==> src/shared/cgts_pkg.sv <==
// constants and types for the clock generator trim and status block
package cgts_pkg;
    // register byte offsets
    localparam logic [7:0] OFF_REF_TRIM = 8'h00;
    localparam logic [7:0] OFF_CLK_STATUS_CTRL = 8'h04;
    localparam logic [7:0] OFF_IRQ_MASK = 8'h08;
    // status and control field positions
    localparam int BIT_LOCK_LOST = 7;
    localparam int BIT_LOCK = 6;
    localparam int BIT_LOOP_SRC = 5;
    localparam int BIT_REF_SRC = 4;
    localparam int BIT_MODE_LO = 2;
    localparam int BIT_OSC_READY = 1;
    localparam int BIT_FINE = 0;
    // reset values
    localparam logic [7:0] RST_REF_TRIM = 8'h80;
    localparam logic RST_FINE = 1'b0;
    localparam logic [7:0] RST_IRQ_MASK = 8'h00;
    localparam logic [31:0] RST_RDATA = 32'h0000_0000;
    // default oscillator start-up count in system clocks
    localparam int OSC_INIT_CYCLES_DEF = 1024;
    // clock source select codes
    localparam logic [1:0] CLKSRC_LOOP = 2'h0;
    localparam logic [1:0] CLKSRC_INT = 2'h1;
    localparam logic [1:0] CLKSRC_EXT = 2'h2;
    // clock mode status codes
    localparam logic [1:0] MODEST_FLL = 2'h0;
    localparam logic [1:0] MODEST_INT = 2'h1;
    localparam logic [1:0] MODEST_EXT = 2'h2;
    localparam logic [1:0] MODEST_PLL = 2'h3;
    // operating modes reported by the mode state machine
    typedef enum logic [3:0] {
        FLL_ENGAGED_INT_MODE = 4'h0,
        FLL_ENGAGED_EXT_MODE = 4'h1,
        FLL_BYPASS_INT_MODE = 4'h2,
        FLL_BYPASS_EXT_MODE = 4'h3,
        PLL_ENGAGED_EXT_MODE = 4'h4,
        PLL_BYPASS_EXT_MODE = 4'h5,
        LOWPOWER_BYPASS_INT_MODE = 4'h6,
        LOWPOWER_BYPASS_EXT_MODE = 4'h7,
        STOP_MODE = 4'h8
    } cgts_mode_t;
    // lock tracker states
    typedef enum logic [2:0] {
        LK_IDLE = 3'h1,
        LK_SEEK = 3'h2,
        LK_LOCKED = 3'h4
    } cgts_lock_t;
endpackage

==> src/verilog/cgts_top.sv <==
// clock generator trim, lock tracking and status registers with apb access
//
// Implementation choices: the APB register port and the placing of the registers.
`timescale 1ns/1ps
module cgts_top
    import cgts_pkg::*;
#(
    parameter int OSC_INIT_CYCLES = OSC_INIT_CYCLES_DEF
) (
    // clock and reset
    input wire logic CLK_SYS,
    input wire logic RST_B,
    // apb slave
    input wire logic PSEL,
    input wire logic PENABLE,
    input wire logic PWRITE,
    input wire logic [7:0] PADDR,
    input wire logic [31:0] PWDATA,
    output logic [31:0] PRDATA,
    output logic PREADY,
    output logic PSLVERR,
    // control bits from the rest of the generator
    input wire logic REF_INTERNAL_SELECT,
    input wire logic LOOP_PATH_SELECT,
    input wire logic [1:0] CLK_SOURCE_SELECT,
    input wire logic [2:0] REF_DIVIDER,
    input wire logic [3:0] VCO_MULT_SELECT,
    input wire logic EXT_OSC_REQUEST,
    input wire logic EXT_REF_ENABLE,
    input wire logic [3:0] MODE_STATE,
    // loop lock detector
    input wire logic LOOP_IN_LOCK,
    input wire logic LOOP_OUT_OF_TOL,
    // trim and enables toward the analog parts
    output logic [7:0] REF_PERIOD_COARSE,
    output logic REF_PERIOD_FINE,
    output logic [8:0] REF_PERIOD_CODE,
    output logic FLL_ENABLE,
    output logic PLL_ENABLE,
    output logic XTAL_OSC_REQ,
    output logic EXT_CLK_REQ,
    // status and interrupt
    output logic LOCK_STATUS,
    output logic IRQ
);

    localparam int CW = $clog2(OSC_INIT_CYCLES + 1);
    localparam logic [CW-1:0] INIT_LAST = CW'(OSC_INIT_CYCLES);

    if (OSC_INIT_CYCLES < 1) begin : g_chk
        $error("OSC_INIT_CYCLES must be at least one");
    end

    function automatic logic is_ext_mode(input logic [3:0] m);
        return m == FLL_ENGAGED_EXT_MODE || m == FLL_BYPASS_EXT_MODE ||
            m == PLL_ENGAGED_EXT_MODE || m == PLL_BYPASS_EXT_MODE ||
            m == LOWPOWER_BYPASS_EXT_MODE;
    endfunction

    function automatic logic is_int_mode(input logic [3:0] m);
        return m == FLL_ENGAGED_INT_MODE || m == FLL_BYPASS_INT_MODE ||
            m == LOWPOWER_BYPASS_INT_MODE;
    endfunction

    function automatic logic is_lowpower(input logic [3:0] m);
        return m == LOWPOWER_BYPASS_INT_MODE || m == LOWPOWER_BYPASS_EXT_MODE;
    endfunction

    // apb decode
    logic acc;
    logic wr_done;
    logic hit_trim;
    logic hit_sc;
    logic hit_mask;
    logic hit_any;
    assign acc = PSEL && PENABLE && !PREADY;
    assign wr_done = PSEL && PENABLE && PREADY && PWRITE;
    assign hit_trim = PADDR == OFF_REF_TRIM;
    assign hit_sc = PADDR == OFF_CLK_STATUS_CTRL;
    assign hit_mask = PADDR == OFF_IRQ_MASK;
    assign hit_any = hit_trim || hit_sc || hit_mask;

    // software registers
    logic [7:0] trim_reg, trim_next;
    logic fine_reg, fine_next;
    logic [7:0] mask_reg, mask_next;
    logic lost_reg, lost_next;
    logic [31:0] rdata_reg, rdata_next;
    logic ready_reg, ready_next;
    logic err_reg, err_next;

    // synchroniser stages for selects
    logic [3:0] sync1_reg, sync1_next;
    logic [3:0] sync2_reg, sync2_next;

    // change tracking
    logic ref_sel_prev_reg, loop_sel_prev_reg;
    logic [2:0] div_prev_reg;
    logic [7:0] trim_prev_reg;
    logic [3:0] vco_prev_reg;
    logic stop_prev_reg, lowp_prev_reg;

    // lock tracker and oscillator
    cgts_lock_t lock_reg, lock_next;
    logic [CW-1:0] init_cnt_reg, init_cnt_next;
    logic osc_rdy_reg, osc_rdy_next;

    // outputs
    logic fll_en_reg, fll_en_next;
    logic pll_en_reg, pll_en_next;
    logic irq_reg, irq_next;
    logic xtal_reg, extclk_reg;
    logic lock_out_reg, lock_out_next;

    logic det_en;
    logic cfg_change;
    logic in_stop;
    logic in_lowp;
    logic lock_loss;
    logic [1:0] mode_st;
    logic [7:0] sc_view;

    assign in_stop = MODE_STATE == STOP_MODE;
    assign in_lowp = is_lowpower(MODE_STATE);

    // loop enables
    always_comb begin
        fll_en_next = !LOOP_PATH_SELECT && !in_stop && !in_lowp;
        pll_en_next = LOOP_PATH_SELECT && !in_stop && !in_lowp;
    end

    assign det_en = fll_en_reg || pll_en_reg;

    assign cfg_change = (REF_INTERNAL_SELECT != ref_sel_prev_reg) ||
        (LOOP_PATH_SELECT != loop_sel_prev_reg) ||
        (REF_DIVIDER != div_prev_reg) ||
        ((trim_reg != trim_prev_reg) &&
            (MODE_STATE == FLL_ENGAGED_INT_MODE || MODE_STATE == FLL_BYPASS_INT_MODE)) ||
        ((VCO_MULT_SELECT != vco_prev_reg) &&
            (MODE_STATE == PLL_ENGAGED_EXT_MODE || MODE_STATE == PLL_BYPASS_EXT_MODE));

    assign lock_loss = lock_reg == LK_LOCKED && det_en && LOOP_OUT_OF_TOL;
    assign lock_out_next = lock_next == LK_LOCKED;

    // lock tracker
    always_comb begin
        lock_next = lock_reg;
        unique case (lock_reg)
            LK_IDLE: begin
                if (det_en && !in_lowp && !in_stop) begin
                    lock_next = LK_SEEK;
                end
            end
            LK_SEEK: begin
                if (!det_en || in_lowp || in_stop) begin
                    lock_next = LK_IDLE;
                end else if (LOOP_IN_LOCK && !cfg_change) begin
                    lock_next = LK_LOCKED;
                end
            end
            LK_LOCKED: begin
                if (in_stop && !stop_prev_reg) begin
                    lock_next = LK_IDLE;
                end else if (in_lowp && !lowp_prev_reg) begin
                    lock_next = LK_IDLE;
                end else if (!det_en) begin
                    lock_next = LK_IDLE;
                end else if (cfg_change || LOOP_OUT_OF_TOL) begin
                    lock_next = LK_SEEK;
                end
            end
            default: begin
                lock_next = LK_IDLE;
            end
        endcase
    end

    // oscillator ready
    always_comb begin
        init_cnt_next = init_cnt_reg;
        osc_rdy_next = osc_rdy_reg;
        if (!EXT_OSC_REQUEST || (is_int_mode(MODE_STATE) && !EXT_REF_ENABLE)) begin
            init_cnt_next = '0;
            osc_rdy_next = 1'b0;
        end else if (EXT_REF_ENABLE || is_ext_mode(MODE_STATE)) begin
            if (init_cnt_reg == INIT_LAST) begin
                osc_rdy_next = 1'b1;
            end else begin
                init_cnt_next = init_cnt_reg + CW'(1);
            end
        end
    end

    always_comb begin
        sync1_next = {REF_INTERNAL_SELECT, LOOP_PATH_SELECT, CLK_SOURCE_SELECT};
        sync2_next = sync1_reg;
    end

    always_comb begin
        unique case (sync2_reg[1:0])
            CLKSRC_INT: mode_st = MODEST_INT;
            CLKSRC_EXT: mode_st = MODEST_EXT;
            default: mode_st = sync2_reg[2] ? MODEST_PLL : MODEST_FLL;
        endcase
    end

    always_comb begin
        sc_view = '0;
        sc_view[BIT_LOCK_LOST] = lost_reg;
        sc_view[BIT_LOCK] = lock_reg == LK_LOCKED;
        sc_view[BIT_LOOP_SRC] = sync2_reg[2];
        sc_view[BIT_REF_SRC] = sync2_reg[3];
        sc_view[BIT_MODE_LO +: 2] = mode_st;
        sc_view[BIT_OSC_READY] = osc_rdy_reg;
        sc_view[BIT_FINE] = fine_reg;
    end

    // register file and bus answer
    always_comb begin
        trim_next = trim_reg;
        fine_next = fine_reg;
        mask_next = mask_reg;
        lost_next = lost_reg;
        rdata_next = rdata_reg;
        ready_next = acc;
        err_next = acc && !hit_any;
        if (acc && !PWRITE) begin
            rdata_next = RST_RDATA;
            if (hit_trim) begin
                rdata_next[7:0] = trim_reg;
            end else if (hit_sc) begin
                rdata_next[7:0] = sc_view;
            end else if (hit_mask) begin
                rdata_next[7:0] = mask_reg;
            end
        end
        if (wr_done && hit_trim) begin
            trim_next = PWDATA[7:0];
        end
        if (wr_done && hit_sc) begin
            fine_next = PWDATA[BIT_FINE];
            if (PWDATA[BIT_LOCK_LOST]) begin
                lost_next = 1'b0;
            end
        end
        if (wr_done && hit_mask) begin
            mask_next = PWDATA[7:0];
        end
        // set lock lost, wins over clear
        if (lock_loss) begin
            lost_next = 1'b1;
        end
    end

    assign irq_next = lost_next && mask_next[BIT_LOCK_LOST];

    always_ff @(posedge CLK_SYS) begin
        if (!RST_B) begin
            trim_reg <= RST_REF_TRIM;
            fine_reg <= RST_FINE;
            mask_reg <= RST_IRQ_MASK;
            lost_reg <= 1'b0;
            rdata_reg <= RST_RDATA;
            ready_reg <= 1'b0;
            err_reg <= 1'b0;
            sync1_reg <= '0;
            sync2_reg <= '0;
            ref_sel_prev_reg <= 1'b0;
            loop_sel_prev_reg <= 1'b0;
            div_prev_reg <= '0;
            trim_prev_reg <= RST_REF_TRIM;
            vco_prev_reg <= '0;
            stop_prev_reg <= 1'b0;
            lowp_prev_reg <= 1'b0;
            lock_reg <= LK_IDLE;
            init_cnt_reg <= '0;
            osc_rdy_reg <= 1'b0;
            fll_en_reg <= 1'b0;
            pll_en_reg <= 1'b0;
            irq_reg <= 1'b0;
            lock_out_reg <= 1'b0;
            xtal_reg <= 1'b0;
            extclk_reg <= 1'b0;
        end else begin
            trim_reg <= trim_next;
            fine_reg <= fine_next;
            mask_reg <= mask_next;
            lost_reg <= lost_next;
            rdata_reg <= rdata_next;
            ready_reg <= ready_next;
            err_reg <= err_next;
            sync1_reg <= sync1_next;
            sync2_reg <= sync2_next;
            ref_sel_prev_reg <= REF_INTERNAL_SELECT;
            loop_sel_prev_reg <= LOOP_PATH_SELECT;
            div_prev_reg <= REF_DIVIDER;
            trim_prev_reg <= trim_reg;
            vco_prev_reg <= VCO_MULT_SELECT;
            stop_prev_reg <= in_stop;
            lowp_prev_reg <= in_lowp;
            lock_reg <= lock_next;
            init_cnt_reg <= init_cnt_next;
            osc_rdy_reg <= osc_rdy_next;
            fll_en_reg <= fll_en_next;
            pll_en_reg <= pll_en_next;
            irq_reg <= irq_next;
            lock_out_reg <= lock_out_next;
            xtal_reg <= EXT_OSC_REQUEST;
            extclk_reg <= !EXT_OSC_REQUEST;
        end
    end

    // output drive
    assign PRDATA = rdata_reg;
    assign PREADY = ready_reg;
    assign PSLVERR = err_reg;
    assign REF_PERIOD_COARSE = trim_reg;
    assign REF_PERIOD_FINE = fine_reg;
    assign REF_PERIOD_CODE = {trim_reg, fine_reg};
    assign FLL_ENABLE = fll_en_reg;
    assign PLL_ENABLE = pll_en_reg;
    assign XTAL_OSC_REQ = xtal_reg;
    assign EXT_CLK_REQ = extclk_reg;
    assign LOCK_STATUS = lock_out_reg;
    assign IRQ = irq_reg;

endmodule

==> config.mk <==
export PLATFORM = sky130hd
export DESIGN_NAME = cgts_top
export DESIGN_NICKNAME = d
export VERILOG_FILES = /design/src/shared/cgts_pkg.sv /design/src/verilog/cgts_top.sv
export SDC_FILE = /design/constraint.sdc
export NUM_CORES = 1
export LEC_CHECK = 0
export BUFFER_PORTS_ARGS = -buffer_cell sky130_fd_sc_hd__buf_2
export CAP_MARGIN = 20
export CORE_ASPECT_RATIO = 0.7
export CORE_UTILIZATION = 30
export DETAILED_ROUTE_END_ITERATION = 8
export GPL_ROUTABILITY_DRIVEN = 0
export PLACE_DENSITY = 0.6
export SYNTH_ARGS = -nofsm -noshare
export SYNTH_HDL_FRONTEND = slang
export SYNTH_SLANG_ARGS = --single-unit
==> constraint.sdc <==
create_clock -name CLK_SYS -period 3.85 [get_ports CLK_SYS]
set_clock_uncertainty 0.2 [all_clocks]
set_input_delay 0.77 -clock CLK_SYS [delete_from_list [all_inputs] [get_ports CLK_SYS]]
set_output_delay 0.77 -clock CLK_SYS [all_outputs]
set_load 0.05 [all_outputs]
==> reports/qor.yml, run 1 <==
slew_viol_final: 0
p_per_area_nw_per_um2: 458
ios: 122
die_w_um: 129
vias: 2574
setup_viol: 0
whs_ps: 230
antenna_found_initial: 0
vias_per_cell: 4.49
fin_crit_ps: 2390
path_class: "in -> reg"
cp.required_ps: 3820
cts-resized-gates: 0
synth_ff_type: "dfxtp_1"
synth_cells: 360
post-route-period-util_pct: 62.0
firstDrtPassIters: 4
htreeDepth: 3
min-delay-start: "sync1_reg[0]"
wl_per_cell_um: 12.9
numCtsBuffers: 9
cp.depth: 6
met2_usage_pct: 19.7
drive_above_1_share_pct: 22.8
die_h_um: 90.7
drc_errors: 0
min_to: "sync2_reg[0]"
use_met3_pct: 4.09
io_buffers: 73
cp-end-kind: "register"
cts_tree: "done"
drt_wl_total_um: 7390
outcome: "finished, final reports clean"
antenna_cells: 0
layout_common_cells: "74 x dfxtp_1, 73 x buf_2, 42 x nor2_1"
synth-edff-count: 0
relSlewSlack_pct: 28.6
r2r-end: "lock_reg[2]"
start_util_pct: 31.7
yosys_warnings: 0
area_growth_pct: 19.6
cts_buffer_depth: 2
path_cells: "buf_2 > nor4_2 > nand2_2 > nor4_4 > mux2i_1 > nor2_1"
grt_pass1_wl_um: 11800
fmax_mhz: 419
path_delay_family: "simple AND/OR/NAND/NOR gates"
hold_depth: 1
crit_fanout: 8
grt_overflow: 0
reg2reg_depth: 5
grt_usage_pct: 13.2
synth_area_um2: 3370
utilization_pct: 37.9
core_region_area_um2: 10600
cts_setup_buffers: 0
drt_iter0_drc: 105
drtAntennaViolNets: 0
p_leak_uw: 0.00174
synthArstFlopShare_pct: 0
max_stage_delay_ps: 680
synth_cell_types: 51
regToRegSetupSlack_ps: 1730
critical_path_buf_inv_count: 1
dieArea_um2: 11700
grt_pass1_vias: 2386
finalHoldViolCount: 0
cpMaxStageDelayCell: "nor4_4"
finalSetupTns_ps: 0
peakVddDrop_uv: 257
rr_startpoint: "vco_prev_reg[3]"
finalPower_uw: 1850
clk_latency_ps: 320
clk_pin_slew_ps: 60
synth.avg_cell_area_um2: 9.37
maxCapViolCount: 0
hold_buffers: 0
synth_seq_area_share_pct: 43.9
ys_ff_latch: 74
cp_data_arrival_time_ps: 2360
crit_path_start_kind: "input port"
grt_max_degree: 31
use_met1_pct: 18.1
nNetsFinal: 488
root_buffer: "clkbuf_16"
hpwl_um: 5480
num_rows: 31
grt_most_used_layer: "met2"
largest_register_ffs: 11
clock_sinks: 74
rsz0062_at_grt: "false"
max_slew.worst_pin.slew_ps: 1070
hold_class: "reg -> reg"
layout_commonest_cell: "dfxtp_1"
==> where the power goes <==
part	leakage, uW	total, uW	internal [uW]	switching, uW
clock	0.000156	892	583	309
combinational	0.000987	165	45.4	119
sequential	0.000602	790	780	9.66
==> worst max-delay path by stage <==
stage	from	end	slack [ps]
6_report	PADDR[7]	REF_PERIOD_COARSE[5]	1460
2_1_floorplan	PADDR[7]	IRQ	1500
3_5_place_dp	PADDR[7]	REF_PERIOD_COARSE[5]	1100
5_1_grt	VCO_MULT_SELECT[0]	LOCK_STATUS	1220
3_3_place_gp	PADDR[7]	REF_PERIOD_COARSE[2]	1130
4_1_cts	PADDR[7]	REF_PERIOD_COARSE[5]	1450
==> area by class of cell <==
type	instances	area, um^2
multi-input combinational	252	1640
inverter	8	30.0
clock inverter	5	77.6
sequential	74	1480
clock buffer	11	243
tap	148	185
fill	1093	6600
timing repair buffer	75	380
==> cell usage after synthesis (2+ instances only) <==
master	number	area share [%]
and3_1	3	0.56
a211oi_1	2	0.45
o211ai_1	4	0.89
nand3_1	2	0.30
nor2_1	42	4.7
clkbuf_1	12	1.3
xor2_1	18	4.7
ha_1	4	1.5
and2_1	26	4.8
nor2b_1	2	0.37
nor4_1	5	0.93
buf_2	3	0.45
dfxtp_1	74	44
nand2_1	15	1.7
a21oi_1	5	0.74
nor4b_1	2	0.52
nor3b_1	2	0.45
a21o_1	3	0.67
mux2i_1	26	7.7
or3_1	5	0.93
inv_1	8	0.89
o2111ai_1	3	0.78
a22oi_1	8	1.8
a2bb2oi_1	2	0.52
xnor2_1	7	1.8
o21ai_0	13	1.9
nor3_1	4	0.59
nand3b_1	3	0.67
and4_1	3	0.78
buf_4	33	7.3
==> per-layer routing <==
metal  vias up  part of all wire [%]
met3         6                   5.9
met2        90                    43
met5         -                     0
met4         0                  0.77
met1      1181                    50
li1       1297                     -
==> logic make-up after synthesis <==
kind of cell / share of synthesized area, %
adders and majority gates: 1.48
AOI/OAI and AO/OA: 9.98
DFF: 43.9
xor gates and xnor gates: 6.49
buffers and inverters: 10.1
and+or+nand+nor: 20.1
muxes: 7.72
other: 0.111
==> per-stage QoR <==
step / cells / area, um^2 / worst slack [ps]
global placement: 557 / 3710 / 1130
global route: 573 / 4030 / 1220
floorplan: 383 / 3460 / 1500
finish: 573 / 4030 / 1460
detailed placement: 557 / 3710 / 1100
CTS: 573 / 4030 / 1450
Note: power is estimated with default switching activity, not from simulation.
==> run 2: changes to the inputs <==
==> constraint.sdc (replaced) <==
create_clock -name CLK_SYS -period 2.4 [get_ports CLK_SYS]
set_clock_uncertainty 0.2 [all_clocks]
set_input_delay 0.48 -clock CLK_SYS [delete_from_list [all_inputs] [get_ports CLK_SYS]]
set_output_delay 0.48 -clock CLK_SYS [all_outputs]
set_load 0.05 [all_outputs]
==> run 2 against run 1 <==
Setup slack lost 1200 ps. First-iteration DRC count grew 13%. Total power is 67% higher. Die area unchanged. Core utilization rose by 1.1 points. Flip-flop and latch count is the same. Hold slack worse by 120 ps. Critical path depth did not move. Clock power increased by 73%. Critical path type is now reg -> reg. Critical endpoint is now LOCK_STATUS. Largest power group unchanged.
==> reports/qor.yml, run 2 (synthesis results as in run 1) <==
outcome: "finished, final reports clean"
drt_iter0_drc: 119
finalPower_uw: 3080
min-delay-start: "EXT_OSC_REQUEST"
numCtsBuffers: 9
dieArea_um2: 11700
htreeDepth: 3
fmax_mhz: 470
p_leak_uw: 0.00182
layout_commonest_cell: "dfxtp_1"
root_buffer: "clkbuf_16"
crit_path_start_kind: "register"
cts_tree: "done"
drc_errors: 0
cts_buffer_depth: 2
wl_per_cell_um: 12.7
largest_register_ffs: 11
start_util_pct: 31.7
num_rows: 31
cp-end-kind: "register"
antenna_found_initial: 0
grt_usage_pct: 13.5
clock_sinks: 74
finalHoldViolCount: 0
slew_viol_final: 0
crit_fanout: 6
die_w_um: 129
grt_max_degree: 29
hold_class: "in -> reg"
setup_viol: 0
rr_startpoint: "REF_PERIOD_COARSE[5]"
finalInstanceArea_um2: 4150
hpwl_um: 5620
nNetsFinal: 501
area_growth_pct: 23.1
post-route-period-util_pct: 88.7
drt_wl_total_um: 7420
drive_above_1_share_pct: 25.2
clk_pin_slew_ps: 60
fin_crit_ps: 2130
ios: 122
cp_data_arrival_time_ps: 2190
maxCapViolCount: 0
grt_pass1_wl_um: 12000
firstDrtPassIters: 4
drtAntennaViolNets: 0
clk_latency_ps: 340
rsz0062_at_grt: "false"
utilization_pct: 39.1
cts-resized-gates: 0
placed_area_um2: 3810
p_per_area_nw_per_um2: 741
vias: 2611
vias_per_cell: 4.46
grt_overflow: 0
layout_common_cells: "74 x dfxtp_1, 73 x buf_2, 42 x nor2_1"
core_region_area_um2: 10600
path_class: "reg -> reg"
die_h_um: 90.7
regToRegSetupSlack_ps: 270
cts_setup_buffers: 0
peakVddDrop_uv: 458
io_buffers: 73
cp.required_ps: 2460
hold_buffers: 0
cp-startpoint: "REF_PERIOD_COARSE[5]"
grt_pass1_vias: 2422
finalSetupTns_ps: 0
antenna_cells: 0
==> run 2: power by group <==
part	leakage (uW)	internal (uW)	total, uW	switching [uW]
Sequential	0.000602	1250	1270	15.3
Combinational	0.00105	78.7	270	192
Clock	0.000165	1040	1540	504
Total	0.00182	2370	3080	711
==> run 2: worst paths after layout <==
path	to	cells past startpoint
setup / recovery	LOCK_STATUS	6
hold / removal	EXT_CLK_REQ	2
setup reg to reg	LOCK_STATUS	6
hold reg to reg	sync2_reg[1]	1
==> run 2: layer usage <==
layer / up-vias / global-route usage (%) / share of wire (%)
li1: 1320 / - / -
met1: 1212 / 17.8 / 50
met2: 70 / 20.1 / 43
met3: 9 / 4.80 / 6.2
met4: 0 / 4.71 / 0.88
met5: - / 0 / 0
==> run 2: final cells by class <==
type,instances,area (um^2)
flip-flops and latches,74,1480
well taps,148,185
clock inverters,5,103
multi-input cells,252,1640
inverters,8,30.0
fillers,1080,6480
repair buffers,88,478
clock buffers,10,239
==> run 2: stage by stage <==
step	cells	setup slack [ps]	hold slack (ps)
after floorplan	383	343	212
after global placement	570	120	222
after detailed placement	570	64.5	220
after CTS	585	254	91.7
after global routing	585	87.7	117
final	585	271	109
==> run 2: critical path, cell delays in order, from the launching register on <==
cell and delay (ps):
dfxtp_1 370, xor2_1 180, nor4_1 410, a2111oi_0 180, nor4_1 340, buf_4 190, nor3b_1 170
